--- src/rtl/bfs_pkg.sv ---
// Shared constants for the bulk fault status formatter
package bfs_pkg;
  // Register byte offsets
  localparam logic [3:0] OFF_CTRL = 4'h0;
  localparam logic [3:0] OFF_ADDR = 4'h4;
  localparam logic [3:0] OFF_STAT = 4'h8;
  // Control register bit positions
  localparam int CTRL_EN = 0;
  localparam int CTRL_RS_FITTED = 1;
  localparam int CTRL_QUERY = 2;
  // Reset values
  localparam logic [1:0] CTRL_RST = 2'h1;
  localparam logic [23:0] ADDR_RST = 24'h303030;
  // AXI responses
  localparam logic [1:0] RESP_OK = 2'h0;
  localparam logic [1:0] RESP_DECERR = 2'h3;
  // Reply framing characters
  localparam logic [7:0] CH_START = 8'h3E;
  localparam logic [7:0] CH_SLASH = 8'h2F;
  localparam logic [7:0] CH_COMMA = 8'h2C;
  localparam logic [7:0] CH_CR = 8'h0D;
  localparam logic [7:0] CH_LF = 8'h0A;
  localparam logic [39:0] CMD_ECHO = 40'h424353465F;
  // Top two bits of every packed character: bit 7 low, bit 6 high
  localparam logic [1:0] CHAR_TOP = 2'h1;
  // Largest stored fault count
  localparam logic [3:0] COUNT_MAX = 4'hA;
  // Frame positions
  localparam int FRAME_LEN = 29;
  localparam logic [4:0] POS_ADDR = 5'h01;
  localparam logic [4:0] POS_SLASH = 5'h04;
  localparam logic [4:0] POS_CMD = 5'h05;
  localparam logic [4:0] POS_CHAR = 5'h0A;
  localparam logic [4:0] POS_COMMA = 5'h19;
  localparam logic [4:0] POS_RS = 5'h1A;
  localparam logic [4:0] POS_CR = 5'h1B;
  localparam logic [4:0] POS_LF = 5'h1C;
  localparam int NUM_CHARS = 15;
  // Sender states
  typedef enum logic {ST_IDLE, ST_SEND} bfs_state_t;
endpackage

--- src/rtl/bfs_formatter.sv ---
// Bulk fault status reply formatter with AXI4-Lite control registers
// Notes on behaviour
// - Query answered with full packed fault status
// - Fault flag reads one when present
// - Bit 6 high, reserved bits zero
// - Count characters hold stored faults 0..10
// - Modulator char: module fault, actual output
// - Modulator char 2: six synthesizer/channel faults
// - Modulator char 3: four faults, two reserved
// - Demod char: module fault, carrier detect
// - Demod char 2: six lock/channel faults
// - Demod char 3: programming, configuration, reserved
// - Transmit interface char: count, reserved top
// - Transmit interface char 2: six faults
// - Receive interface char: insert fault, count
// - Receive interface char 2: six faults
// - Receive interface char 3: six faults
// - Common char: module faults and count
// - Common char 2: supply faults, reserved
// - Backward alarm char: TX 1,2, count
// - Backward alarm char 2: TX 3,4, RX 1-3
// - Bit 0 carries RX backward alarm 4
// - Final char: Reed-Solomon unavailable seconds count
// - Absent option field empty, comma kept
//
// The AXI4-Lite interface to the registers and the register offsets were decided locally.
`timescale 1ns/1ns
`default_nettype none
module bfs_formatter (
  input wire logic clock,
  input wire logic sys_rst,
  // AXI4-Lite slave
  input wire logic [3:0] s_axi_awaddr,
  input wire logic s_axi_awvalid,
  output logic s_axi_awready,
  input wire logic [31:0] s_axi_wdata,
  input wire logic [3:0] s_axi_wstrb,
  input wire logic s_axi_wvalid,
  output logic s_axi_wready,
  output logic [1:0] s_axi_bresp,
  output logic s_axi_bvalid,
  input wire logic s_axi_bready,
  input wire logic [3:0] s_axi_araddr,
  input wire logic s_axi_arvalid,
  output logic s_axi_arready,
  output logic [31:0] s_axi_rdata,
  output logic [1:0] s_axi_rresp,
  output logic s_axi_rvalid,
  input wire logic s_axi_rready,
  // Decoded query from the link parser
  input wire logic queryReq,
  // Fault sources
  input wire logic [3:0] modCount,
  input wire logic modFault,
  input wire logic txOutOn,
  input wire logic [5:0] modFlags2,
  input wire logic [3:0] modFlags3,
  input wire logic [3:0] demCount,
  input wire logic demFault,
  input wire logic carrierDetect,
  input wire logic [5:0] demFlags2,
  input wire logic [1:0] demFlags3,
  input wire logic [3:0] txIfCount,
  input wire logic [5:0] txIfFlags2,
  input wire logic [3:0] rxIfCount,
  input wire logic insertFault,
  input wire logic [5:0] rxIfFlags2,
  input wire logic [5:0] rxIfFlags3,
  input wire logic [3:0] comCount,
  input wire logic mcFault,
  input wire logic ifModFault,
  input wire logic [4:0] comFlags2,
  input wire logic [3:0] bwCount,
  input wire logic [1:0] txBwAlarm12,
  input wire logic [5:0] bwFlags2,
  input wire logic [3:0] rsUasCount,
  // Reply character stream
  output logic [7:0] txData,
  output logic txValid,
  input wire logic txReady,
  output logic busy
);

  ////////////////////////////////////////////////////////////////////////////
  // Declarations
  logic enable_q; // Replies allowed
  logic rsFitted_q; // Reed-Solomon option present
  logic kick_q; // Software query pulse
  logic [23:0] unitAddr_q; // Three address characters
  logic [7:0] dropCount_q; // Queries refused while disabled or busy
  logic awHeld_q; // Write address captured
  logic [3:0] awAddr_q;
  logic wHeld_q; // Write data captured
  logic [31:0] wData_q;
  logic [3:0] wStrb_q;
  logic awready_q;
  logic wready_q;
  logic bvalid_q;
  logic [1:0] bresp_q;
  logic arready_q;
  logic rvalid_q;
  logic [31:0] rdata_q;
  logic [1:0] rresp_q;
  logic doWrite; // Both halves of a write held
  logic queryAny; // Query from pin or register
  logic accept; // Query taken this cycle
  bfs_pkg::bfs_state_t state_q;
  logic [4:0] pos_q; // Frame position being offered
  logic [7:0] frame_q [0:bfs_pkg::FRAME_LEN-1]; // Reply snapshot
  logic [7:0] charWord [0:bfs_pkg::NUM_CHARS]; // Live packed characters
  logic [7:0] txData_q;
  logic txValid_q;

  // Clamp a stored fault count to its documented ceiling
  function automatic logic [3:0] sat(input logic [3:0] n);
    sat = (n > bfs_pkg::COUNT_MAX) ? bfs_pkg::COUNT_MAX : n;
  endfunction

  ////////////////////////////////////////////////////////////////////////////
  // Character packing, bit 7 low and bit 6 high throughout
  always_comb
  begin
    charWord[0] = {bfs_pkg::CHAR_TOP, modFault, txOutOn, sat(modCount)};
    charWord[1] = {bfs_pkg::CHAR_TOP, modFlags2};
    charWord[2] = {bfs_pkg::CHAR_TOP, modFlags3, 2'h0};
    charWord[3] = {bfs_pkg::CHAR_TOP, demFault, carrierDetect, sat(demCount)};
    charWord[4] = {bfs_pkg::CHAR_TOP, demFlags2};
    charWord[5] = {bfs_pkg::CHAR_TOP, demFlags3, 4'h0};
    charWord[6] = {bfs_pkg::CHAR_TOP, 2'h0, sat(txIfCount)};
    charWord[7] = {bfs_pkg::CHAR_TOP, txIfFlags2};
    charWord[8] = {bfs_pkg::CHAR_TOP, insertFault, 1'h0, sat(rxIfCount)};
    charWord[9] = {bfs_pkg::CHAR_TOP, rxIfFlags2};
    charWord[10] = {bfs_pkg::CHAR_TOP, rxIfFlags3};
    charWord[11] = {bfs_pkg::CHAR_TOP, mcFault, ifModFault, sat(comCount)};
    charWord[12] = {bfs_pkg::CHAR_TOP, comFlags2, 1'h0};
    charWord[13] = {bfs_pkg::CHAR_TOP, txBwAlarm12, sat(bwCount)};
    charWord[14] = {bfs_pkg::CHAR_TOP, bwFlags2};
    charWord[15] = {bfs_pkg::CHAR_TOP, 2'h0, sat(rsUasCount)};
  end

  ////////////////////////////////////////////////////////////////////////////
  // Query acceptance
  assign queryAny = queryReq | kick_q;
  assign accept = queryAny & enable_q & (state_q == bfs_pkg::ST_IDLE);

  // Snapshot the whole reply so it stays coherent while sent
  always_ff @(posedge clock)
  begin
    if (accept)
    begin
      frame_q[0] <= bfs_pkg::CH_START;
      frame_q[1] <= unitAddr_q[23:16];
      frame_q[2] <= unitAddr_q[15:8];
      frame_q[3] <= unitAddr_q[7:0];
      frame_q[bfs_pkg::POS_SLASH] <= bfs_pkg::CH_SLASH;
      for (int k = 0; k < 5; k++)
      begin
        frame_q[bfs_pkg::POS_CMD + k] <= bfs_pkg::CMD_ECHO[39 - 8*k -: 8];
      end
      for (int k = 0; k < bfs_pkg::NUM_CHARS; k++)
      begin
        frame_q[bfs_pkg::POS_CHAR + k] <= charWord[k];
      end
      frame_q[bfs_pkg::POS_COMMA] <= bfs_pkg::CH_COMMA;
      frame_q[bfs_pkg::POS_RS] <= charWord[bfs_pkg::NUM_CHARS];
      frame_q[bfs_pkg::POS_CR] <= bfs_pkg::CH_CR;
      frame_q[bfs_pkg::POS_LF] <= bfs_pkg::CH_LF;
    end
  end

  ////////////////////////////////////////////////////////////////////////////
  // Reply sender, one character per stream handshake
  always_ff @(posedge clock)
  begin
    if (sys_rst)
    begin
      state_q <= bfs_pkg::ST_IDLE;
      pos_q <= 5'h00;
      txValid_q <= 1'b0;
      txData_q <= 8'h00;
    end
    else
    begin
      unique case (state_q)
        bfs_pkg::ST_IDLE:
        begin
          // Start with the delimiter straight from the constant
          if (accept)
          begin
            state_q <= bfs_pkg::ST_SEND;
            pos_q <= 5'h00;
            txValid_q <= 1'b1;
            txData_q <= bfs_pkg::CH_START;
          end
        end
        bfs_pkg::ST_SEND:
        begin
          if (txReady)
          begin
            if (pos_q == bfs_pkg::POS_LF)
            begin
              // Line feed taken, frame over
              state_q <= bfs_pkg::ST_IDLE;
              txValid_q <= 1'b0;
            end
            else if (pos_q == bfs_pkg::POS_COMMA && !rsFitted_q)
            begin
              // Option absent: empty field, go on to the terminator
              pos_q <= bfs_pkg::POS_CR;
              txData_q <= bfs_pkg::CH_CR;
            end
            else
            begin
              pos_q <= pos_q + 5'h01;
              txData_q <= frame_q[pos_q + 5'h01];
            end
          end
        end
      endcase
    end
  end

  ////////////////////////////////////////////////////////////////////////////
  // Refused query counter, saturating
  always_ff @(posedge clock)
  begin
    if (sys_rst)
    begin
      dropCount_q <= 8'h00;
    end
    else if (queryAny && !accept && dropCount_q != 8'hFF)
    begin
      dropCount_q <= dropCount_q + 8'h01;
    end
  end

  ////////////////////////////////////////////////////////////////////////////
  // AXI write channels, address and data taken in either order
  assign doWrite = awHeld_q & wHeld_q & ~bvalid_q;

  always_ff @(posedge clock)
  begin
    if (sys_rst)
    begin
      awHeld_q <= 1'b0;
      wHeld_q <= 1'b0;
      awready_q <= 1'b1;
      wready_q <= 1'b1;
      bvalid_q <= 1'b0;
      bresp_q <= bfs_pkg::RESP_OK;
      awAddr_q <= 4'h0;
      wData_q <= 32'h0;
      wStrb_q <= 4'h0;
    end
    else
    begin
      // Capture address
      if (s_axi_awvalid && awready_q)
      begin
        awHeld_q <= 1'b1;
        awready_q <= 1'b0;
        awAddr_q <= s_axi_awaddr;
      end
      // Capture data
      if (s_axi_wvalid && wready_q)
      begin
        wHeld_q <= 1'b1;
        wready_q <= 1'b0;
        wData_q <= s_axi_wdata;
        wStrb_q <= s_axi_wstrb;
      end
      // Respond once both are held
      if (doWrite)
      begin
        awHeld_q <= 1'b0;
        wHeld_q <= 1'b0;
        bvalid_q <= 1'b1;
        bresp_q <= (awAddr_q == bfs_pkg::OFF_CTRL || awAddr_q == bfs_pkg::OFF_ADDR
                    || awAddr_q == bfs_pkg::OFF_STAT) ? bfs_pkg::RESP_OK
                                                      : bfs_pkg::RESP_DECERR;
      end
      // Response taken, open the channels again
      if (bvalid_q && s_axi_bready)
      begin
        bvalid_q <= 1'b0;
        awready_q <= 1'b1;
        wready_q <= 1'b1;
      end
    end
  end

  ////////////////////////////////////////////////////////////////////////////
  // Writable registers
  always_ff @(posedge clock)
  begin
    if (sys_rst)
    begin
      enable_q <= bfs_pkg::CTRL_RST[bfs_pkg::CTRL_EN];
      rsFitted_q <= bfs_pkg::CTRL_RST[bfs_pkg::CTRL_RS_FITTED];
      kick_q <= 1'b0;
      unitAddr_q <= bfs_pkg::ADDR_RST;
    end
    else
    begin
      kick_q <= 1'b0;
      if (doWrite && awAddr_q == bfs_pkg::OFF_CTRL && wStrb_q[0])
      begin
        enable_q <= wData_q[bfs_pkg::CTRL_EN];
        rsFitted_q <= wData_q[bfs_pkg::CTRL_RS_FITTED];
        kick_q <= wData_q[bfs_pkg::CTRL_QUERY];
      end
      if (doWrite && awAddr_q == bfs_pkg::OFF_ADDR)
      begin
        for (int b = 0; b < 3; b++)
        begin
          if (wStrb_q[b])
          begin
            unitAddr_q[8*b +: 8] <= wData_q[8*b +: 8];
          end
        end
      end
    end
  end

  ////////////////////////////////////////////////////////////////////////////
  // AXI read channel
  always_ff @(posedge clock)
  begin
    if (sys_rst)
    begin
      arready_q <= 1'b1;
      rvalid_q <= 1'b0;
      rdata_q <= 32'h0;
      rresp_q <= bfs_pkg::RESP_OK;
    end
    else if (s_axi_arvalid && arready_q)
    begin
      arready_q <= 1'b0;
      rvalid_q <= 1'b1;
      rresp_q <= bfs_pkg::RESP_OK;
      unique case (s_axi_araddr)
        bfs_pkg::OFF_CTRL: rdata_q <= {30'h0, rsFitted_q, enable_q};
        bfs_pkg::OFF_ADDR: rdata_q <= {8'h0, unitAddr_q};
        bfs_pkg::OFF_STAT: rdata_q <= {19'h0, pos_q, dropCount_q[7:0]} | {31'h0,
                                       (state_q == bfs_pkg::ST_SEND)} << 16;
        default:
        begin
          // Unmapped word
          rdata_q <= 32'h0;
          rresp_q <= bfs_pkg::RESP_DECERR;
        end
      endcase
    end
    else if (rvalid_q && s_axi_rready)
    begin
      rvalid_q <= 1'b0;
      arready_q <= 1'b1;
    end
  end

  ////////////////////////////////////////////////////////////////////////////
  // Outputs
  assign s_axi_awready = awready_q;
  assign s_axi_wready = wready_q;
  assign s_axi_bvalid = bvalid_q;
  assign s_axi_bresp = bresp_q;
  assign s_axi_arready = arready_q;
  assign s_axi_rvalid = rvalid_q;
  assign s_axi_rdata = rdata_q;
  assign s_axi_rresp = rresp_q;
  assign txData = txData_q;
  assign txValid = txValid_q;
  assign busy = (state_q == bfs_pkg::ST_SEND);

  ////////////////////////////////////////////////////////////////////////////
  // Assertions
  logic inChars; // Offering a packed character
  assign inChars = txValid_q && pos_q >= bfs_pkg::POS_CHAR && pos_q <= bfs_pkg::POS_RS
                   && pos_q != bfs_pkg::POS_COMMA;
endmodule
`default_nettype wire

--- config.mk ---
export PLATFORM = sky130hd
export DESIGN_NAME = bfs_formatter
export DESIGN_NICKNAME = d
export VERILOG_FILES = /design/src/rtl/bfs_pkg.sv /design/src/rtl/bfs_formatter.sv
export SDC_FILE = /design/constraint.sdc
export NUM_CORES = 1
export LEC_CHECK = 0
export CORE_MARGIN = 3
export CORE_UTILIZATION = 35
export CTS_CLUSTER_SIZE = 25
export DETAILED_ROUTE_END_ITERATION = 12
export DONT_BUFFER_PORTS = 1
export PLACE_DENSITY = 0.5
export SETUP_SLACK_MARGIN = 0.3
export SYNTH_ARGS = -nofsm -noshare
export SYNTH_HDL_FRONTEND = slang
export SYNTH_SLANG_ARGS = --single-unit
--- constraint.sdc ---
create_clock -name clock -period 2.9 [get_ports clock]
set_input_delay 0.29 -clock clock [delete_from_list [all_inputs] [get_ports clock]]
set_output_delay 0.29 -clock clock [all_outputs]
set_load 0.02 [all_outputs]
==> results of run 1 <==
==> logic make-up (layout without fill, tap and decap cells) <==
| kind of cell | count (synthesis) | count (layout) |
|---|---|---|
| compound gates | 193 | 193 |
| xor+xnor | 13 | 13 |
| fa+ha+maj | 7 | 7 |
| buf+inv | 84 | 211 |
| flops | 222 | 222 |
| mux | 54 | 54 |
| other cells | 1 | 8 |
| simple gates | 258 | 258 |
==> worst register-to-register path, cell delays in order, from the launching register on <==
cell	delay, ns
dfxtp_1	0.33
buf_4	0.21
ha_1	0.31
xor2_2	0.33
mux4_2	0.38
o311ai_0	0.52
a31oi_1	0.15
==> area by class of cell <==
type	count	area (um^2)
Sequential cell	222	5530
Tap cell	330	413
Multi-Input combinational cell	533	3430
Fill cell	2379	13800
Clock buffer	33	728
Timing Repair Buffer	147	1480
Clock inverter	15	136
Inverter	16	63.8
==> flip-flops by register name (all words and copies together), names as in the netlist, 3 cells and up <==
signal       count
dropCount_q      8
txData           8
awAddr_q         4
s_axi_rdata     24
unitAddr_q      24
pos_q            5
wData_q         24
frame_q        108
wStrb_q          3
==> worst max-delay path by stage <==
stage / start / end / cells past startpoint
final: pos_q[1] / txData[1] / 6
after global routing: pos_q[1] / txData[1] / 8
after CTS: pos_q[0] / txData[0] / 9
after detailed placement: pos_q[0] / txData[0] / 9
after global placement: pos_q[0] / txData[1] / 5
after floorplan: pos_q[0] / txData[4] / 11
==> per-stage QoR <==
step | total power [mW] | hold slack [ns]
3_5_place_dp | 4.04 | 0.389
2_1_floorplan | 3.93 | 0.389
6_report | 7.36 | 0.0268
5_1_grt | 7.67 | 0.0247
4_1_cts | 7.46 | 0.00696
3_3_place_gp | 4.03 | 0.385
==> power groups by stage <==
stage	Clock (mW)	Sequential (mW)	Combinational [mW]
2_1_floorplan	0	3.59	0.341
3_3_place_gp	0	3.62	0.415
3_5_place_dp	0	3.62	0.418
4_1_cts	3.31	3.55	0.591
5_1_grt	3.45	3.57	0.648
6_report	3.22	3.55	0.588
==> routing by layer <==
layer | share of wire, % | vias to the layer above | track usage [%]
met4 | 1.6 | 0 | 3.27
li1 | - | 3240 | -
met5 | 0 | - | 0
met1 | 47 | 3138 | 23.9
met3 | 6.2 | 30 | 3.85
met2 | 45 | 167 | 26.3
==> cell usage in the layout (no fill, tap or decap), drive strengths merged, types with 4 or more instances in the layout <==
cell,netlist,routed
xnor2,11,11
a211oi,4,4
a211o,8,8
clkbuf,38,33
mux2,10,10
a21oi,72,72
nor2b,11,11
a22oi,14,14
a31oi,5,5
o21ai,25,25
clkinv,0,12
and2,13,13
buf,30,23
o211ai,8,8
edfxtp,108,108
nand2,101,101
a21o,9,9
dlygate4sd3,0,124
o22ai,6,6
dfxtp,114,114
ha,6,6
a22o,13,13
nor2,59,59
and3,7,7
nand3b,5,5
mux4,10,10
nor3,13,13
a221oi,5,5
mux2i,34,34
inv,16,15
conb,1,8
nand3,26,26
==> timing repair <==
item                       in CTS  in global routing
hold buffers                  125                  0
hold endpoints to repair      198                  0
resized for setup               0                  1
setup endpoints to repair       0                  5
==> metrics.txt, run 1 <==
worst min-delay path class input pin to flop; synth-to-layout area growth 26.9%; worst-path fanout max 13; Mapped Cells 832; Setup Total Neg Slack 0 ns; H-tree depth 1; CP endpoint kind flop; Rows 58; Slew @ Worst Pin 0.975 ns; Synth Flop Type dfxtp_1; Placed Area 9640 um^2; Netlist cell types 68; post-synthesis simple-gate area fraction a little over an eighth; antenna viol nets, final 0; xor/xnor cell area share of the yosys netlist 1.31%; final core occ 46.0%; detailed-route DRC error count 0; Root Driver clkbuf_16; r2r worst-path depth 6; DR vias 6,575; Placed Cells ~1.1k; Die Wd approximately 170 um; total number of yosys warnings 0; first-pass GRT wire length 38,000 um; Slew headroom between 30% and 40%; Max Root-Sink Buffers 3; top post-synthesis cells by area edfxtp_1 35%, dfxtp_1 25%, nand2_1 4.1%; Pleak 4.24 nW; total CTS buffers 26; die height 169 um; Worst-Skew Late Latency 0.53 ns; Finished Layout Cells 1,296; PnR worst setup slack 0.528 ns; CTS tree done; reg-to-reg startpoint pos_q[1]; CP arrival 2.76 ns; IO Pins ~190; reg-to-reg slack, setup 0.53 ns; Top delay family on crit path compound AO/OA/AOI/OAI gates; Avg Cell Area, Syn 11.2 um^2; Final Cell Area roughly 12,000 um^2; critical path cell sequence buf_4 > ha_1 > xor2_2 > mux4_2 > o311ai_0 > a31oi_1; pwr dens 625 nW/um^2; number of synthesized flops with an enable pin between 100 and 150; count leader, synth dfxtp_1; status complete, no violations; sequential-to-total area share from yosys stat roughly three fifths; initial core utilization 36.2%; Hold Crit Depth 2; area leader, netlist edfxtp_1; Worst Hold End busy; slowest CP cell o311ai_0; CP Data Required Time 3.29 ns; max cap viols 0; Synth Area in Compound Gates 13.6%; Routed Wire Length 24,400 um; Final Hold Viols 0; Switching Fraction a little under a quarter; critical setup path kind flop to flop; initial antenna violation count 0; Flop pwr share 48.2%; synth cell count leaders 114 x dfxtp_1, 108 x edfxtp_1, 101 x nand2_1; Async SR Flop Fraction 0%; Nets between 1k and 1.5k; period utilisation layout 81.8%; Buf/Inv on CP 1; Wirelength per Cell 18.8 um; NetSw approximately 1.7 mW; largest family of logic cells by synthesized area compound AO/OA/AOI/OAI gates; Routability Congestion 0.812; RSZ-0062 raised after global routing no; reg-to-reg endpoint txData[1]; Clock Pin Slew Worst Setup and Hold Paths 0.06 ns; gr ovfl total 0; startpoint types flop; Combinational Power Share 8.0%; Synth Area in Adders 0.917%; clock network fraction of total power 43.8%; Clock Skew 0.00735 ns; hold_sp queryReq; share of layout cells above drive strength 1 10.0%; vias in the first global route around 6.6k; fmax 422 MHz; max-slew violation count 0; largest net degree at the start of global routing 114; Tmin final between 2 and 2.5 ns; Yosys reg bits 222; worst slack, placed around 0.43 ns; Post-CTS Setup Inserts 0; Ant. Diodes 0; Iter 0 DRT Violations around 380; Initial DRT Pass Iterations 5; Post-Syn Area just over 9000 um^2; port bufs 0; Final Setup Violations 0; global-route usage over all layers between 10% and 20%; core area 25,600 um^2; Peak VDD IR 523 uV; area fraction of the dominant cell type after synthesis 34.9%; number of vias per cell approximately 5.1; Clock Sinks 222; post-synthesis mux area share 7.39%; Power Internal between 5 and 6 mW; detailed placer's ending HPWL 16,500 um; Die ar. between 20,000 and 30,000 um^2; Worst path max stage delay roughly 0.52 ns
(Power assumes the default switching activity.)
==> inputs of run 2 (changes only) <==
--- a/config.mk
+++ b/config.mk
@@ -5,12 +5,13 @@
 export SDC_FILE = /design/constraint.sdc
 export NUM_CORES = 1
 export LEC_CHECK = 0
+export ABC_AREA = 1
 export CORE_MARGIN = 3
 export CORE_UTILIZATION = 35
 export CTS_CLUSTER_SIZE = 25
 export DETAILED_ROUTE_END_ITERATION = 12
 export DONT_BUFFER_PORTS = 1
-export PLACE_DENSITY = 0.5
+export PLACE_DENSITY = 0.48
 export SETUP_SLACK_MARGIN = 0.3
 export SYNTH_ARGS = -nofsm -noshare
 export SYNTH_HDL_FRONTEND = slang
==> constraint.sdc (replaced) <==
create_clock -name clock -period 2.2 [get_ports clock]
set_input_delay 0.22 -clock clock [delete_from_list [all_inputs] [get_ports clock]]
set_output_delay 0.22 -clock clock [all_outputs]
set_load 0.02 [all_outputs]
==> metrics.txt, run 2 <==
status complete, no violations; Initial DRT Pass Iterations 5 (unchanged); initial core utilization 36.2% (about the same); number of vias per cell 4.80 (-5.3%); critical path cell sequence inv_1 > ha_4 > inv_4 > nor2_2 > buf_4 > buf_4 > a22oi_1 > nand3_1 > nand3_2 > nand3_1 > nand2_1 > inv_1; detailed placer's ending HPWL 17,300 um (+5.3%); largest net degree at the start of global routing 65 (-43%); total CTS buffers 26 (unchanged); Clock Skew 0.0117 ns (+0.00431 ns); area leader, netlist edfxtp_1; Final Setup Violations 0 (unchanged); Tmin final 1.85 ns (-0.518 ns); FILL cells 2,500 (+5.1%); max cap viols 0 (unchanged); Rows 58 (unchanged); detailed-route DRC error count 0 (unchanged); Netlist cell types 36 (-47%); r2r worst-path depth 12 (+6); worst slack, placed 0.191 ns (-0.243 ns); Die Wd 169 um (-0.18%); CP Data Required Time 2.65 ns (-0.64 ns); count leader, synth nand2_1; final core occ 46.7% (+0.67 points); Setup Total Neg Slack 0 ns (unchanged); Wirelength per Cell 16.9 um (-10%); die height 169 um (-0.18%); Mapped Cells 1,034 (+24%); CTS tree done; Worst path max stage delay 0.33 ns (-0.19 ns); first-pass GRT wire length 40,200 um (+5.8%); Hold Crit Depth 3 (+1); DR vias 7,281 (+11%); top post-synthesis cells by area edfxtp_1 35%, dfxtp_1 25%, nand2_1 11%; pwr dens 815 nW/um^2 (+30%); leading cell type in the layout, fill and taps excluded nand2_1; Largest register FFs 108 (unchanged); share of layout cells above drive strength 1 9.11% (-0.94 points); Power Total 9.72 mW (+32%); Final Hold Viols 0 (unchanged); Worst-Skew Late Latency 0.55 ns (+0.02 ns); fmax 539 MHz (+28%); global-route usage over all layers 17.8% (+1.0 points); Routed Wire Length 25,700 um (+5.2%); Root Driver clkbuf_16; Post-Syn Area 9250 um^2 (-0.38%); reg-to-reg endpoint txData[2]; Buf/Inv on CP 5 (+4); sequential-to-total area share from yosys stat 59.7% (+0.23 points); IO Pins 188 (unchanged); slowest CP cell dfxtp_1; reg-to-reg slack, setup 0.35 ns (-0.18 ns); period utilisation layout 84.3% (+2.5 points); xor/xnor cell area share of the yosys netlist 0.0947% (-1.2 points); worst-path fanout max 7 (-6); Synth Area in Compound Gates 12.2% (-1.5 points); Clock Sinks 222 (unchanged); Synth Area in Adders 0.812% (-0.10 points); worst min-delay path class input pin to flop; Top delay family on crit path buffers and inverters; area occupied by multi-input gates 3170 um^2 (-7.6%); Async SR Flop Fraction 0% (unchanged); Synth Flop Type dfxtp_1; Routability Congestion 0.855 (+5.3%); critical setup path kind flop to flop; post-synthesis mux area share 0% (-7.4 points); Yosys reg bits 222 (unchanged); Clock Pin Slew Worst Setup and Hold Paths 0.06 ns (about the same); hold_sp demCount[1]; largest family of logic cells by synthesized area simple AND/OR/NAND/NOR gates; Iter 0 DRT Violations 443 (+16%); register area 5530 um^2 (+0.11%); startpoint types flop; Worst Hold End frame_q[13][0]; commonest cells after routing, fill and taps aside 254 x nand2_1, 127 x dlygate4sd3_1, 111 x dfxtp_1; Avg Cell Area, Syn 8.94 um^2 (-20%); Biggest register frame_q; reg-to-reg startpoint pos_q[1]; total number of yosys warnings 0 (unchanged); RSZ-0062 raised after global routing yes; max-slew violation count 0 (unchanged); gr ovfl total 0 (unchanged); post-synthesis simple-gate area fraction 20.1% (+7.1 points); synth-to-layout area growth 28.9%; PnR worst setup slack 0.346 ns (-0.182 ns); Slew headroom 61.9% (+27 points); CP arrival 2.30 ns (-0.46 ns); Max Root-Sink Buffers 3 (unchanged); Slew @ Worst Pin 0.570 ns (-0.406 ns); Pleak 4.69 nW (+11%); synth cell count leaders 259 x nand2_1, 114 x dfxtp_1, 109 x nor2_1; vias in the first global route 7,202 (+9.3%); initial antenna violation count 0 (unchanged); Ant. Diodes 0 (unchanged); Die ar. 28,400 um^2 (-0.37%); CP endpoint kind flop; H-tree depth 1 (unchanged); number of synthesized flops with an enable pin 108 (unchanged); core area 25,500 um^2 (-0.28%); area fraction of the dominant cell type after synthesis 35.1% (+0.13 points); Peak VDD IR 685 uV (+31%); antenna viol nets, final 0 (unchanged); port bufs 0 (unchanged); Nets 1,309 (+20%)
[run 2: how the worst max path moves through the flow]
stage	from	end	slack, ns	cells after the start
6_report	pos_q[1]	txData[2]	0.35	12
2_1_floorplan	busy	txData[2]	-1.76	7
3_3_place_gp	pos_q[0]	txData[4]	0.21	13
3_5_place_dp	pos_q[0]	txData[4]	0.19	13
5_1_grt	pos_q[1]	txData[4]	0.26	13
4_1_cts	pos_q[1]	txData[4]	0.30	13
[run 2: power by group]
part	switching (mW)	internal (mW)	total, mW
Combinational	0.416	0.321	0.738
Clock	1.74	2.50	4.24
Sequential	0.160	4.58	4.74
Total	2.32	7.40	9.72
[run 2: logic make-up after synthesis]
kind of cell,Yosys count
AND/OR/NAND/NOR,454
buffers and inverters,144
flip-flops,222
AO/OA/AOI/OAI,206
adder cells (fa/ha/maj),6
other,1
XOR/XNOR,1
[run 2: tightest hold or removal path, stage by stage]
cell	delay, ns
nand2_1	0.03
nand2_1	0.06
a21boi_0	0.08
[run 2: area by class of cell]
type / instances / area share (%)
multi-input cells: 675 / 26.6
clock buffers: 38 / 6.29
clock inverters: 10 / 0.913
flip-flops and latches: 222 / 46.4
repair buffers: 160 / 13.7
well taps: 330 / 3.46
inverters: 81 / 2.63
[run 2: routing by layer]
layer	wire length [um]	global-route usage, %
met3	1450	3.34
met5	0	0
met2	11700	28.2
met4	546	4.59
met1	12000	25.1
[run 2: repair_timing]
| item | CTS | global route |
|---|---|---|
| cloned | 0 | 1 |
| resized for setup | 5 | 18 |
| hold buffers | 128 | 0 |
| buffers inserted | 0 | 2 |
| setup endpoints to repair | 7 | 12 |
| hold endpoints to repair | 153 | 0 |
| pin swaps | 0 | 3 |
[run 2: through the flow]
stage                     hold slack [ns]  cells  instance area [um^2]
after floorplan                     0.319   1041                  9290
after global placement              0.299   1337                  9660
after detailed placement            0.298   1337                  9660
after CTS                         0.00526   1513                 11800
after global routing               0.0514   1516                 11900
final                              0.0197   1516                 11900
